$ cat config.mk
export PLATFORM = sky130hd
export DESIGN_NAME = rsc_radio_ctrl
export DESIGN_NICKNAME = d
export VERILOG_FILES = /design/src/rsc_radio_ctrl.v
export VERILOG_INCLUDE_DIRS = /design/src
export SDC_FILE = /design/constraint.sdc
export NUM_CORES = 1
export LEC_CHECK = 0
export ABC_CLOCK_PERIOD_IN_PS = 11300
export BUFFER_PORTS_ARGS = -buffer_cell sky130_fd_sc_hd__buf_4
export CORE_MARGIN = 4
export CORE_UTILIZATION = 55
export CTS_CLUSTER_DIAMETER = 50
export DETAILED_ROUTE_END_ITERATION = 8
export PLACE_DENSITY = 0.8
export SLEW_MARGIN = 40
export SYNTH_ARGS = -nofsm -noshare
export SYNTH_HDL_FRONTEND = slang
export SYNTH_SLANG_ARGS = --single-unit
$ cat constraint.sdc
create_clock -name clock -period 11.3 [get_ports clock]
set_input_delay 2.26 -clock clock [delete_from_list [all_inputs] [get_ports clock]]
set_output_delay 2.26 -clock clock [all_outputs]
set_load 0.005 [all_outputs]
$ cat src/rsc_defs.vh
// Timing counts and field encodings for the radio state controller
`ifndef RSC_DEFS_VH
`define RSC_DEFS_VH

// ****************************************
// Transition delays in crystal cycles
// ****************************************
`define RSC_IDLE_TO_RX_CYC 24'd1953
`define RSC_IDLE_TO_TX_CYC 24'd1954
`define RSC_RX_TX_SWAP_CYC 24'd782
`define RSC_RX_TO_IDLE_CYC 24'd2
`define RSC_MANUAL_CAL_CYC 24'd283
`define RSC_SYNTH_ON_TO_TX_CYC 24'd1
`define RSC_SYNTH_CAL_CYC 18815

// ****************************************
// Wake timer and RC oscillator lock
// ****************************************
`define RSC_RC_DIVIDE 10'd750
`define RSC_RC_DIVIDE_LAST 10'd749
`define RSC_EXP_STEP 5

// ****************************************
// After-packet destination encodings
// ****************************************
`define RSC_NEXT_IDLE 2'h0
`define RSC_NEXT_SYNTH 2'h1
`define RSC_NEXT_TX 2'h2
`define RSC_NEXT_RX 2'h3

// ****************************************
// Automatic calibration policy encodings
// ****************************************
`define RSC_CAL_NEVER 2'h0
`define RSC_CAL_LEAVE_IDLE 2'h1
`define RSC_CAL_EACH_RETURN 2'h2
`define RSC_CAL_FOURTH_RETURN 2'h3
`define RSC_FOURTH_RETURN_COUNT 2'h3

`endif

$ cat src/rsc_radio_ctrl.v
// Radio state controller with sleep, calibration and wake polling timer
`timescale 1ns/1ps
`default_nettype none
`include "rsc_defs.vh"

module rsc_radio_ctrl #(
  parameter SYNTH_CAL_CYCLES = `RSC_SYNTH_CAL_CYC
) (
  input wire clock,
  input wire rstn,
  input wire chipSelectN,
  input wire idleStrobe,
  input wire receiveStrobe,
  input wire transmitStrobe,
  input wire synthOnStrobe,
  input wire calibrateStrobe,
  input wire powerDownStrobe,
  input wire wakePollStrobe,
  input wire [1:0] autoCalPolicy,
  input wire [1:0] afterRxState,
  input wire [1:0] afterTxState,
  input wire channelClear,
  input wire packetReceived,
  input wire packetSent,
  input wire rxTimeout,
  input wire rcOscEnable,
  input wire rcCalEnable,
  input wire [7:0] wakePeriodHigh,
  input wire [7:0] wakePeriodLow,
  input wire [1:0] wakePeriodExponent,
  input wire [7:0] wakeSettleTimeout,
  input wire [2:0] ampRampSetting,
  input wire [15:0] symbolCycles,
  output wire [2:0] radioState,
  output wire regulatorOn,
  output wire crystalOn,
  output reg synthCalActive,
  output reg fifoFlush,
  output reg wakeEvent0,
  output reg wakeEvent1,
  output wire rcCalActive,
  output reg rcLockTick
);

  // ****************************************
  // States and helpers
  // ****************************************
  localparam SLEEP = 3'd0;
  localparam IDLE = 3'd1;
  localparam RX = 3'd2;
  localparam TX = 3'd3;
  localparam SYNTH = 3'd4;
  localparam SETTLE = 3'd5;

  // Quarter symbol plus ramp share; rounded down to whole cycles
  function [23:0] txExitCycles;
    input [15:0] sym;
    input [2:0] ramp;
    reg [23:0] quarter;
    reg [23:0] rampPart;
    begin
      quarter = {10'h000, sym[15:2]};
      rampPart = ({8'h00, sym} * {21'h000000, ramp}) >> 3;
      txExitCycles = quarter + rampPart;
    end
  endfunction

  // Automatic return calibrates on every return or on every fourth
  function autoReturnCal;
    input [1:0] policy;
    input [1:0] count;
    begin
      autoReturnCal = (policy == `RSC_CAL_EACH_RETURN) ||
        ((policy == `RSC_CAL_FOURTH_RETURN) && (count == `RSC_FOURTH_RETURN_COUNT));
    end
  endfunction

  // Full wake period in 750-cycle ticks
  function [30:0] wakePeriod;
    input [15:0] mantissa;
    input [1:0] exponent;
    begin
      wakePeriod = {15'h0000, mantissa} << (`RSC_EXP_STEP * exponent);
    end
  endfunction

  reg [2:0] state;
  reg [2:0] target;
  reg [23:0] delayCount;
  reg sleepPending;
  reg wakeMode;
  reg [1:0] returnCount;
  reg csSync1;
  reg csSync2;
  reg csPrev;
  reg [9:0] rcDivider;
  reg [30:0] wakeCount;
  reg [7:0] settleCount;
  reg settleRun;

  wire csRise = csSync2 & ~csPrev;
  wire leaveCal = (autoCalPolicy == `RSC_CAL_LEAVE_IDLE);
  wire returnCal = autoReturnCal(autoCalPolicy, returnCount);
  wire [23:0] txExit = txExitCycles(symbolCycles, ampRampSetting);
  wire [23:0] calCycles = SYNTH_CAL_CYCLES[23:0];
  wire [30:0] periodTicks = wakePeriod({wakePeriodHigh, wakePeriodLow}, wakePeriodExponent);
  wire timerRun = wakeMode && ((state != SLEEP) || rcOscEnable);

  // Core supply and crystal follow the controller out of sleep
  assign radioState = state;
  assign regulatorOn = (state != SLEEP);
  assign crystalOn = (state != SLEEP);
  assign rcCalActive = rcCalEnable && (state != SLEEP);

  // Load the settle counter for a state change, optionally calibrating
  task goTo;
    input [2:0] dest;
    input [23:0] cycles;
    input withCal;
    begin
      target <= dest;
      state <= SETTLE;
      delayCount <= withCal ? (cycles + calCycles) : cycles;
      synthCalActive <= withCal;
    end
  endtask

  // ****************************************
  // Select pin synchroniser
  // ****************************************
  always @(posedge clock or negedge rstn) begin
    if (!rstn) begin
      csSync1 <= 1'b1;
      csSync2 <= 1'b1;
      csPrev <= 1'b1;
    end else begin
      csSync1 <= chipSelectN;
      csSync2 <= csSync1;
      csPrev <= csSync2;
    end
  end

  // ****************************************
  // Wake timer and RC lock divider
  // ****************************************
  // One tick per 750 crystal cycles stands in for the RC clock
  always @(posedge clock or negedge rstn) begin
    if (!rstn) begin
      rcDivider <= 10'h000;
      rcLockTick <= 1'b0;
      wakeCount <= 31'h00000000;
      settleCount <= 8'h00;
      settleRun <= 1'b0;
      wakeEvent0 <= 1'b0;
      wakeEvent1 <= 1'b0;
    end else begin
      wakeEvent0 <= 1'b0;
      wakeEvent1 <= 1'b0;
      rcLockTick <= 1'b0;
      if (rcDivider == `RSC_RC_DIVIDE_LAST) begin
        rcDivider <= 10'h000;
        rcLockTick <= 1'b1;
      end else begin
        rcDivider <= rcDivider + 10'h001;
      end
      if (!timerRun) begin
        wakeCount <= 31'h00000000;
        settleRun <= 1'b0;
      end else if (rcDivider == `RSC_RC_DIVIDE_LAST) begin
        // Period in ticks reached: first event, then settle countdown
        if (wakeCount + 31'h00000001 >= periodTicks) begin
          wakeCount <= 31'h00000000;
          wakeEvent0 <= 1'b1;
          settleRun <= 1'b1;
          settleCount <= 8'h00;
        end else begin
          wakeCount <= wakeCount + 31'h00000001;
        end
        if (settleRun) begin
          if (settleCount + 8'h01 >= wakeSettleTimeout) begin
            settleRun <= 1'b0;
            wakeEvent1 <= 1'b1;
          end else begin
            settleCount <= settleCount + 8'h01;
          end
        end
      end
    end
  end

  // ****************************************
  // Main controller
  // ****************************************
  // Idle strobe outranks everything so software can always regain control
  always @(posedge clock or negedge rstn) begin
    if (!rstn) begin
      state <= IDLE;
      target <= IDLE;
      delayCount <= 24'h000000;
      synthCalActive <= 1'b0;
      sleepPending <= 1'b0;
      wakeMode <= 1'b0;
      returnCount <= 2'h0;
      fifoFlush <= 1'b0;
    end else begin
      fifoFlush <= 1'b0;
      if (idleStrobe) begin
        state <= IDLE;
        wakeMode <= 1'b0;
        sleepPending <= 1'b0;
        synthCalActive <= 1'b0;
        delayCount <= 24'h000000;
      end else begin
        case (state)
          IDLE: begin
            if (sleepPending && csRise) begin
              state <= SLEEP;
              sleepPending <= 1'b0;
              fifoFlush <= 1'b1;
            end else if (powerDownStrobe) begin
              sleepPending <= 1'b1;
              wakeMode <= 1'b0;
            end else if (wakePollStrobe) begin
              sleepPending <= 1'b1;
              wakeMode <= 1'b1;
            end else if (receiveStrobe) begin
              goTo(RX, `RSC_IDLE_TO_RX_CYC, leaveCal);
            end else if (transmitStrobe) begin
              goTo(TX, `RSC_IDLE_TO_TX_CYC, leaveCal);
            end else if (synthOnStrobe) begin
              goTo(SYNTH, `RSC_IDLE_TO_TX_CYC, leaveCal);
            end else if (calibrateStrobe) begin
              goTo(IDLE, `RSC_MANUAL_CAL_CYC, 1'b1);
            end
          end
          SLEEP: begin
            if (!csSync2) begin
              state <= IDLE;
            end else if (wakeMode && wakeEvent0) begin
              goTo(RX, `RSC_IDLE_TO_RX_CYC, leaveCal);
            end
          end
          RX: begin
            // Stay in receive until packet, termination timer, or a transmit or synth strobe with a clear channel
            if (packetReceived) begin
              case (afterRxState)
                `RSC_NEXT_IDLE: begin
                  goTo(IDLE, `RSC_RX_TO_IDLE_CYC, returnCal);
                  returnCount <= returnCount + 2'h1;
                end
                `RSC_NEXT_SYNTH: goTo(SYNTH, `RSC_RX_TX_SWAP_CYC, 1'b0);
                `RSC_NEXT_TX: goTo(TX, `RSC_RX_TX_SWAP_CYC, 1'b0);
                default: state <= RX;
              endcase
            end else if (rxTimeout) begin
              if (wakeMode) begin
                state <= SLEEP;
                fifoFlush <= 1'b1;
              end else begin
                goTo(IDLE, `RSC_RX_TO_IDLE_CYC, returnCal);
                returnCount <= returnCount + 2'h1;
              end
            end else if (transmitStrobe && channelClear) begin
              goTo(TX, `RSC_RX_TX_SWAP_CYC, 1'b0);
            end else if (synthOnStrobe && channelClear) begin
              goTo(SYNTH, `RSC_RX_TX_SWAP_CYC, 1'b0);
            end
          end
          TX: begin
            if (receiveStrobe) begin
              goTo(RX, `RSC_RX_TX_SWAP_CYC + txExit, 1'b0);
            end else if (packetSent) begin
              case (afterTxState)
                `RSC_NEXT_IDLE: begin
                  goTo(IDLE, txExit, returnCal);
                  returnCount <= returnCount + 2'h1;
                end
                `RSC_NEXT_SYNTH: goTo(SYNTH, txExit, 1'b0);
                `RSC_NEXT_RX: goTo(RX, `RSC_RX_TX_SWAP_CYC + txExit, 1'b0);
                default: state <= TX;
              endcase
            end
          end
          SYNTH: begin
            if (transmitStrobe) begin
              goTo(TX, `RSC_SYNTH_ON_TO_TX_CYC, 1'b0);
            end else if (receiveStrobe) begin
              goTo(RX, `RSC_RX_TX_SWAP_CYC, 1'b0);
            end
          end
          SETTLE: begin
            // A zero count still spends one cycle here
            if (delayCount <= 24'h000001) begin
              state <= target;
              synthCalActive <= 1'b0;
              delayCount <= 24'h000000;
            end else begin
              delayCount <= delayCount - 24'h000001;
            end
          end
          default: state <= IDLE;
        endcase
      end
    end
  end

endmodule

`default_nettype wire

Word-level counts from Yosys, hierarchy flattened
Index checks and enable logic that the tools add are counted.

cells by class
  add/subtract/negate cells = 8
  mux-type cells = 137
  equality and inequality tests = 52
  bitwise gates (word level) = 3
  reductions and logical operators = 31
  shift operators = 1
  magnitude comparators = 3
  $mul = 2

operators by type and width
  operator                  count
  $mux W24                  21
  $pmux W24 S6              1
  $mux W3                   40
  $mux W31                  3
  $pmux W24 S3              1
  $pmux W24 S2              1
  $mux W1                   47
  $mux W15                  3
  $add A31 B1 Y31 const B   1
  $ge A31 B31 Y1            1
  $shl A16 B5 Y31           1
  $ne A3 B3 Y1 const B      10
  $reduce_and A14 Y1        2
  $ne A5 B5 Y1 const B      5
  $le A24 B1 Y1 const B     1
  $mux W8                   3
  $ne A4 B4 Y1 const B      6
  $sub A24 B1 Y24 const B   1
  $mul A16 B3 Y19           1
  $add A10 B17 Y18 const A  1
  $add A17 B15 Y18 const B  1
  $ne A2 B2 Y1 const B      9
  $ne A6 B6 Y1 const B      3
  $pmux W3 S3               2
  41 further kinds          72

storage, ports and cells
  flip-flop bits (word level) = 92
  word-level logic and storage cells = 255
  input port bits = 67

Longest topological paths before layout
  word-level depth = 10
  gate-level depth with buffers = 24
  depth with buffers taken out = 23

Worst setup path before layout
Ideal clock, no wire load.

  kind = input port to flip-flop
  start point = input port ampRampSetting[2]
  end point = register delayCount[15]
  path buffers = 1
  cell stages on the path = 24
  slack = 4.245 ns
  setup time = 0.103 ns
  arrival time = 6.951 ns
  path through = clkbuf_1 -> nand2_1 -> fa_1 -> inv_1 -> ha_1 -> and4_4 -> and3_4 -> a211oi_4 -> and2b_1 -> o21a_1 -> o21ai_0 -> nand2b_1 -> a21oi_1 -> xnor2_1 -> ha_1 -> or2_2 -> o31ai_1 -> o31ai_2 -> xnor2_1 -> nor2_1 -> o211ai_2 -> a211oi_1 -> a41o_1 -> o41ai_2

on the way
  cells in the longest elaborated chain, start to end = 9

ends and longest elaborated chain
  item                  RTL line              text
  from (decl)           rsc_radio_ctrl.v:32   input wire [2:0] ampRampSetting,
  $mul A16 B3 Y19 (*)   rsc_radio_ctrl.v:63   rampPart = ({8'h00, sym} * {21'h000000, ramp}) >> 3;
  $add A14 B16 Y17 (*)  rsc_radio_ctrl.v:64   txExitCycles = quarter + rampPart;
  $add A17 B15 Y18      n/a
  $mux W24              rsc_radio_ctrl.v:123  delayCount <= withCal ? (cycles + calCycles) : cycles;
  $pmux W24 S3          rsc_radio_ctrl.v:273  case (afterTxState)
  $mux W24              rsc_radio_ctrl.v:272  end else if (packetSent) begin
  $mux W24 (*)          rsc_radio_ctrl.v:270  if (receiveStrobe) begin
  $pmux W24 S6 (*)      rsc_radio_ctrl.v:214  case (state)
  $mux W24 (*)          rsc_radio_ctrl.v:207  if (idleStrobe) begin
  to (signal assigned)  rsc_radio_ctrl.v:298  delayCount <= delayCount - 24'h000001;
  to (decl)             rsc_radio_ctrl.v:89   reg [23:0] delayCount;

Every way passes the cells marked *; elsewhere a longest branch is shown, timed or not. The select of a mux whose other input is x is not followed.
A chain may end at the register's enable or synchronous reset.

Worst setup path in the final report
Ends and elaborated chain as after synthesis.

==> metrics <==
total track usage=25.99%; vias per inst=6.305; Req. time, crit path=11.55 ns; cell internal pwr=1.022 mW; Synth Cell Area=10000 µm²; post-route minimum period=7.043 ns; Post-Route Skew=0.005420 ns; max cap viols=0; DRT iter0 DRCs=1020; clock share of power=17.5%; Post-Route Setup TNS=0 ns; CP Capture Type=register; Skew-Pair Late Insertion Delay=0.35 ns; Slew HR=42.92%; final slew viol count=0; slowest stage delay, CP=0.61 ns; Worst Path Arrival=7.29 ns; Critical Path Fanout Max=16; delay-heaviest family, CP=compound AO/OA/AOI/OAI gates; WS Path Type=in2reg; maximum clock insertion buffer count=2; clk sinks=92; CP bufs+invs=2; HPWL after DPL=19.77 mm; Hold WC Path Type=reg2reg; Final nets=1470; first-pass GRT wire length=44.30 mm; post-synth cell types=83; FFs w/ async S/R, synth=100.0%; # hold bufs at CTS=0; Die Width=142.8 µm; Synth top area share=21.77%; CP Cell Sequence=buf_4 -> nand2_1 -> fa_1 -> inv_1 -> ha_1 -> nand4_1 -> o21ai_1 -> nand3_1 -> nand2_1 -> a21o_1 -> a21oi_1 -> xnor2_1 -> ha_1 -> a21oi_1 -> o211ai_1 -> a2111oi_0 -> nor3_1 -> xor2_1 -> o211ai_1 -> o41ai_2 -> xor2_1 -> nor2_1 -> o41ai_2; Reg clk slew, reported paths=0.07 ns; router iterations before antenna repair=6; antenna violations before repair=0; CP max stage cell=fa_1; vias=9672; peak supply drop=0.1349 mV; post-layout total power=1.937 mW; register area=2308 µm²; initial cell density of the core=55.86%; top-count cell post-synth=nand2_1; Area Overhead vs Synth=10.85%; leakage=5.083 nW; area of the multi-input gates=7266 µm²; IO buf count=77; status=finished, final reports clean; H-tree depth=3; Startpoint Class=input port; Top FF cell, synth=dfrtp_1; setup violators final=0; CORE AREA=17900 µm²; Final Hold Fails=0; Row Count=49; Least-Margin Pin Slew=0.8473 ns; sw power=0.9145 mW; Post-CTS Setup Repair Bufs=0; Cells after Synth=1253; ratio of cells with drive above 1 in the final layout=12.03%; GRT Residual Overflow=0; Die Ht=142.8 µm; die area=20400 µm²; combinational power share=60.1%; DRC Markers=0; pwr/cell area=174.7 nW/µm²; Routed Antenna Nets=0; Final Cycle Share=62.33%; Commonest cells post-synth=nand2_1 (152), nor2_1 (108), dfrtp_1 (87), ha_1 (87), a21oi_1 (85); Routed Wire Length=26.43 mm; Avg WL per Cell=17.23 µm; post_cts resized=0; fill cell total of the finished layout=1616; gpl congestion=0.9517; CTS tree=done; Post-Syn Area per Cell=7.981 µm²; Yosys warning count=0; maximum clock rate=142.0 MHz; CTS buffer count=9; I/O pins=78; vias in the first global route=9190; synthesis-stage register bit count=92; Post-synth EDFFs=0; top cells by area, synth=dfrtp_1 (22%), ha_1 (11%), nand2_1 (5.7%); Reg power frac=22.4%; Yosys top cell by area=dfrtp_1; Synth Net Count=1423; pin count of the biggest net entering global routing=49; Switching Share=47.22%; clk root buf=clkbuf_16; register area share after synthesis=23.09%; antenna fix cells=0; RSZ-0062 raised after global routing=false
[worst register-to-register path: stages (launching register included)]
cell      delay, ns
dfrtp_1        0.44
ha_1           0.32
nand3_1        0.29
or3_1          0.57
nor2_1         0.34
and2_1         0.27
nand3_1        0.18
xnor2_1        0.18
ha_1           0.31
a211oi_1       0.28
a21oi_1        0.11
a21oi_1        0.15
o21a_1         0.43
inv_1          0.14
o21ai_2        0.24
buf_4          0.30
a32o_1         0.19
[power groups by stage]
| stage | clock, mW | sequential (mW) | combinational [mW] |
|---|---|---|---|
| after floorplan | 0 | 0.418 | 0.888 |
| after global placement | 0 | 0.437 | 1.11 |
| after detailed placement | 0 | 0.439 | 1.13 |
| after CTS | 0.342 | 0.432 | 1.14 |
| after global routing | 0.355 | 0.441 | 1.29 |
| final | 0.338 | 0.434 | 1.16 |
[kinds of logic after synthesis]
logic type / Yosys count / share of synthesized area, %
and+or+nand+nor: 468 / 22.70
AOI/OAI and AO/OA: 351 / 24.01
buffers and inverters: 117 / 4.567
adders and majority gates: 103 / 14.09
DFF: 92 / 23.09
xor gates and xnor gates: 91 / 8.121
muxes: 31 / 3.428
[cell type report]
class	instances	share of cell area, %
timing repair buffer	86	5.825
clock inverter	5	0.7563
sequential	92	20.83
tap	229	2.585
multi-input combinational	1044	65.55
clock buffer	11	2.190
inverter	67	2.269
[placed cells by master, fill, tap and decap left out, types with 8 or more instances in the layout]
cell and instances:
nand2_1 152, nor2_1 106, ha_1 87, dfrtp_1 87, buf_4 86, a21oi_1 85, o21ai_0 69, inv_1 65
xnor2_1 60, nand3_1 43, xor2_1 29, nor2b_1 27, nor3_1 24, a21o_1 23, a32o_1 20, and2_1 18
mux2_2 16, o211ai_1 16, fa_1 16, nand4_1 15, a31oi_1 15, mux2i_1 14, o31ai_1 14, nand2b_1 13
nor4_1 12, o21a_1 11, and3_1 10, o22ai_1 10, clkbuf_16 9, or3_1 8
[per-stage QoR]
stage / instances / worst slack [ns] / instance area, µm² / utilization [%] / hold slack (ns)
after floorplan: 1253 / 4.246 / 10000 / - / 0.3452
after global placement: 1518 / 4.079 / 10730 / 59.95 / 0.3468
after detailed placement: 1518 / 3.959 / 10740 / 60.01 / 0.3503
after CTS: 1534 / 4.289 / 11070 / 61.83 / 0.3605
after global routing: 1534 / 3.756 / 11080 / 61.92 / 0.3611
final: 1534 / 4.257 / 11080 / 61.92 / 0.3600
[layer usage]
layer	share of wire, %	vias up	track usage (%)
met2	47	390	42.88
met3	6.4	75	4.287
li1	-	4645	-
met5	0	-	0
met4	2.7	0	7.954
met1	44	4562	35.13
[worst paths after layout]
kind | from | end | slack [ns] | cells after the start
min in group asynchronous | rstn | delayCount[7] | 1.92 | 1
setup reg to reg | wakeCount[0] | wakeCount[27] | 6.49 | 16
max in group asynchronous | rstn | wakeCount[21] | 8.34 | 2
setup / recovery | ampRampSetting[2] | delayCount[15] | 4.26 | 23
hold reg to reg | csSync1 | csSync2 | 0.36 | 0
hold / removal | csSync1 | csSync2 | 0.36 | 0
[flip-flops by register name (all words and copies together), names as in the netlist]
| name | cells |
|---|---|
| fifoFlush | 1 |
| settleRun | 1 |
| settleCount | 8 |
| rcLockTick | 1 |
| wakeEvent1 | 1 |
| csPrev | 1 |
| returnCount | 2 |
| synthCalActive | 1 |
| target | 3 |
| rcDivider | 10 |
| wakeMode | 1 |
| sleepPending | 1 |
| delayCount | 24 |
| csSync1 | 1 |
| wakeEvent0 | 1 |
| radioState | 3 |
| wakeCount | 31 |
| csSync2 | 1 |
Power figures use the tool's default switching activity.
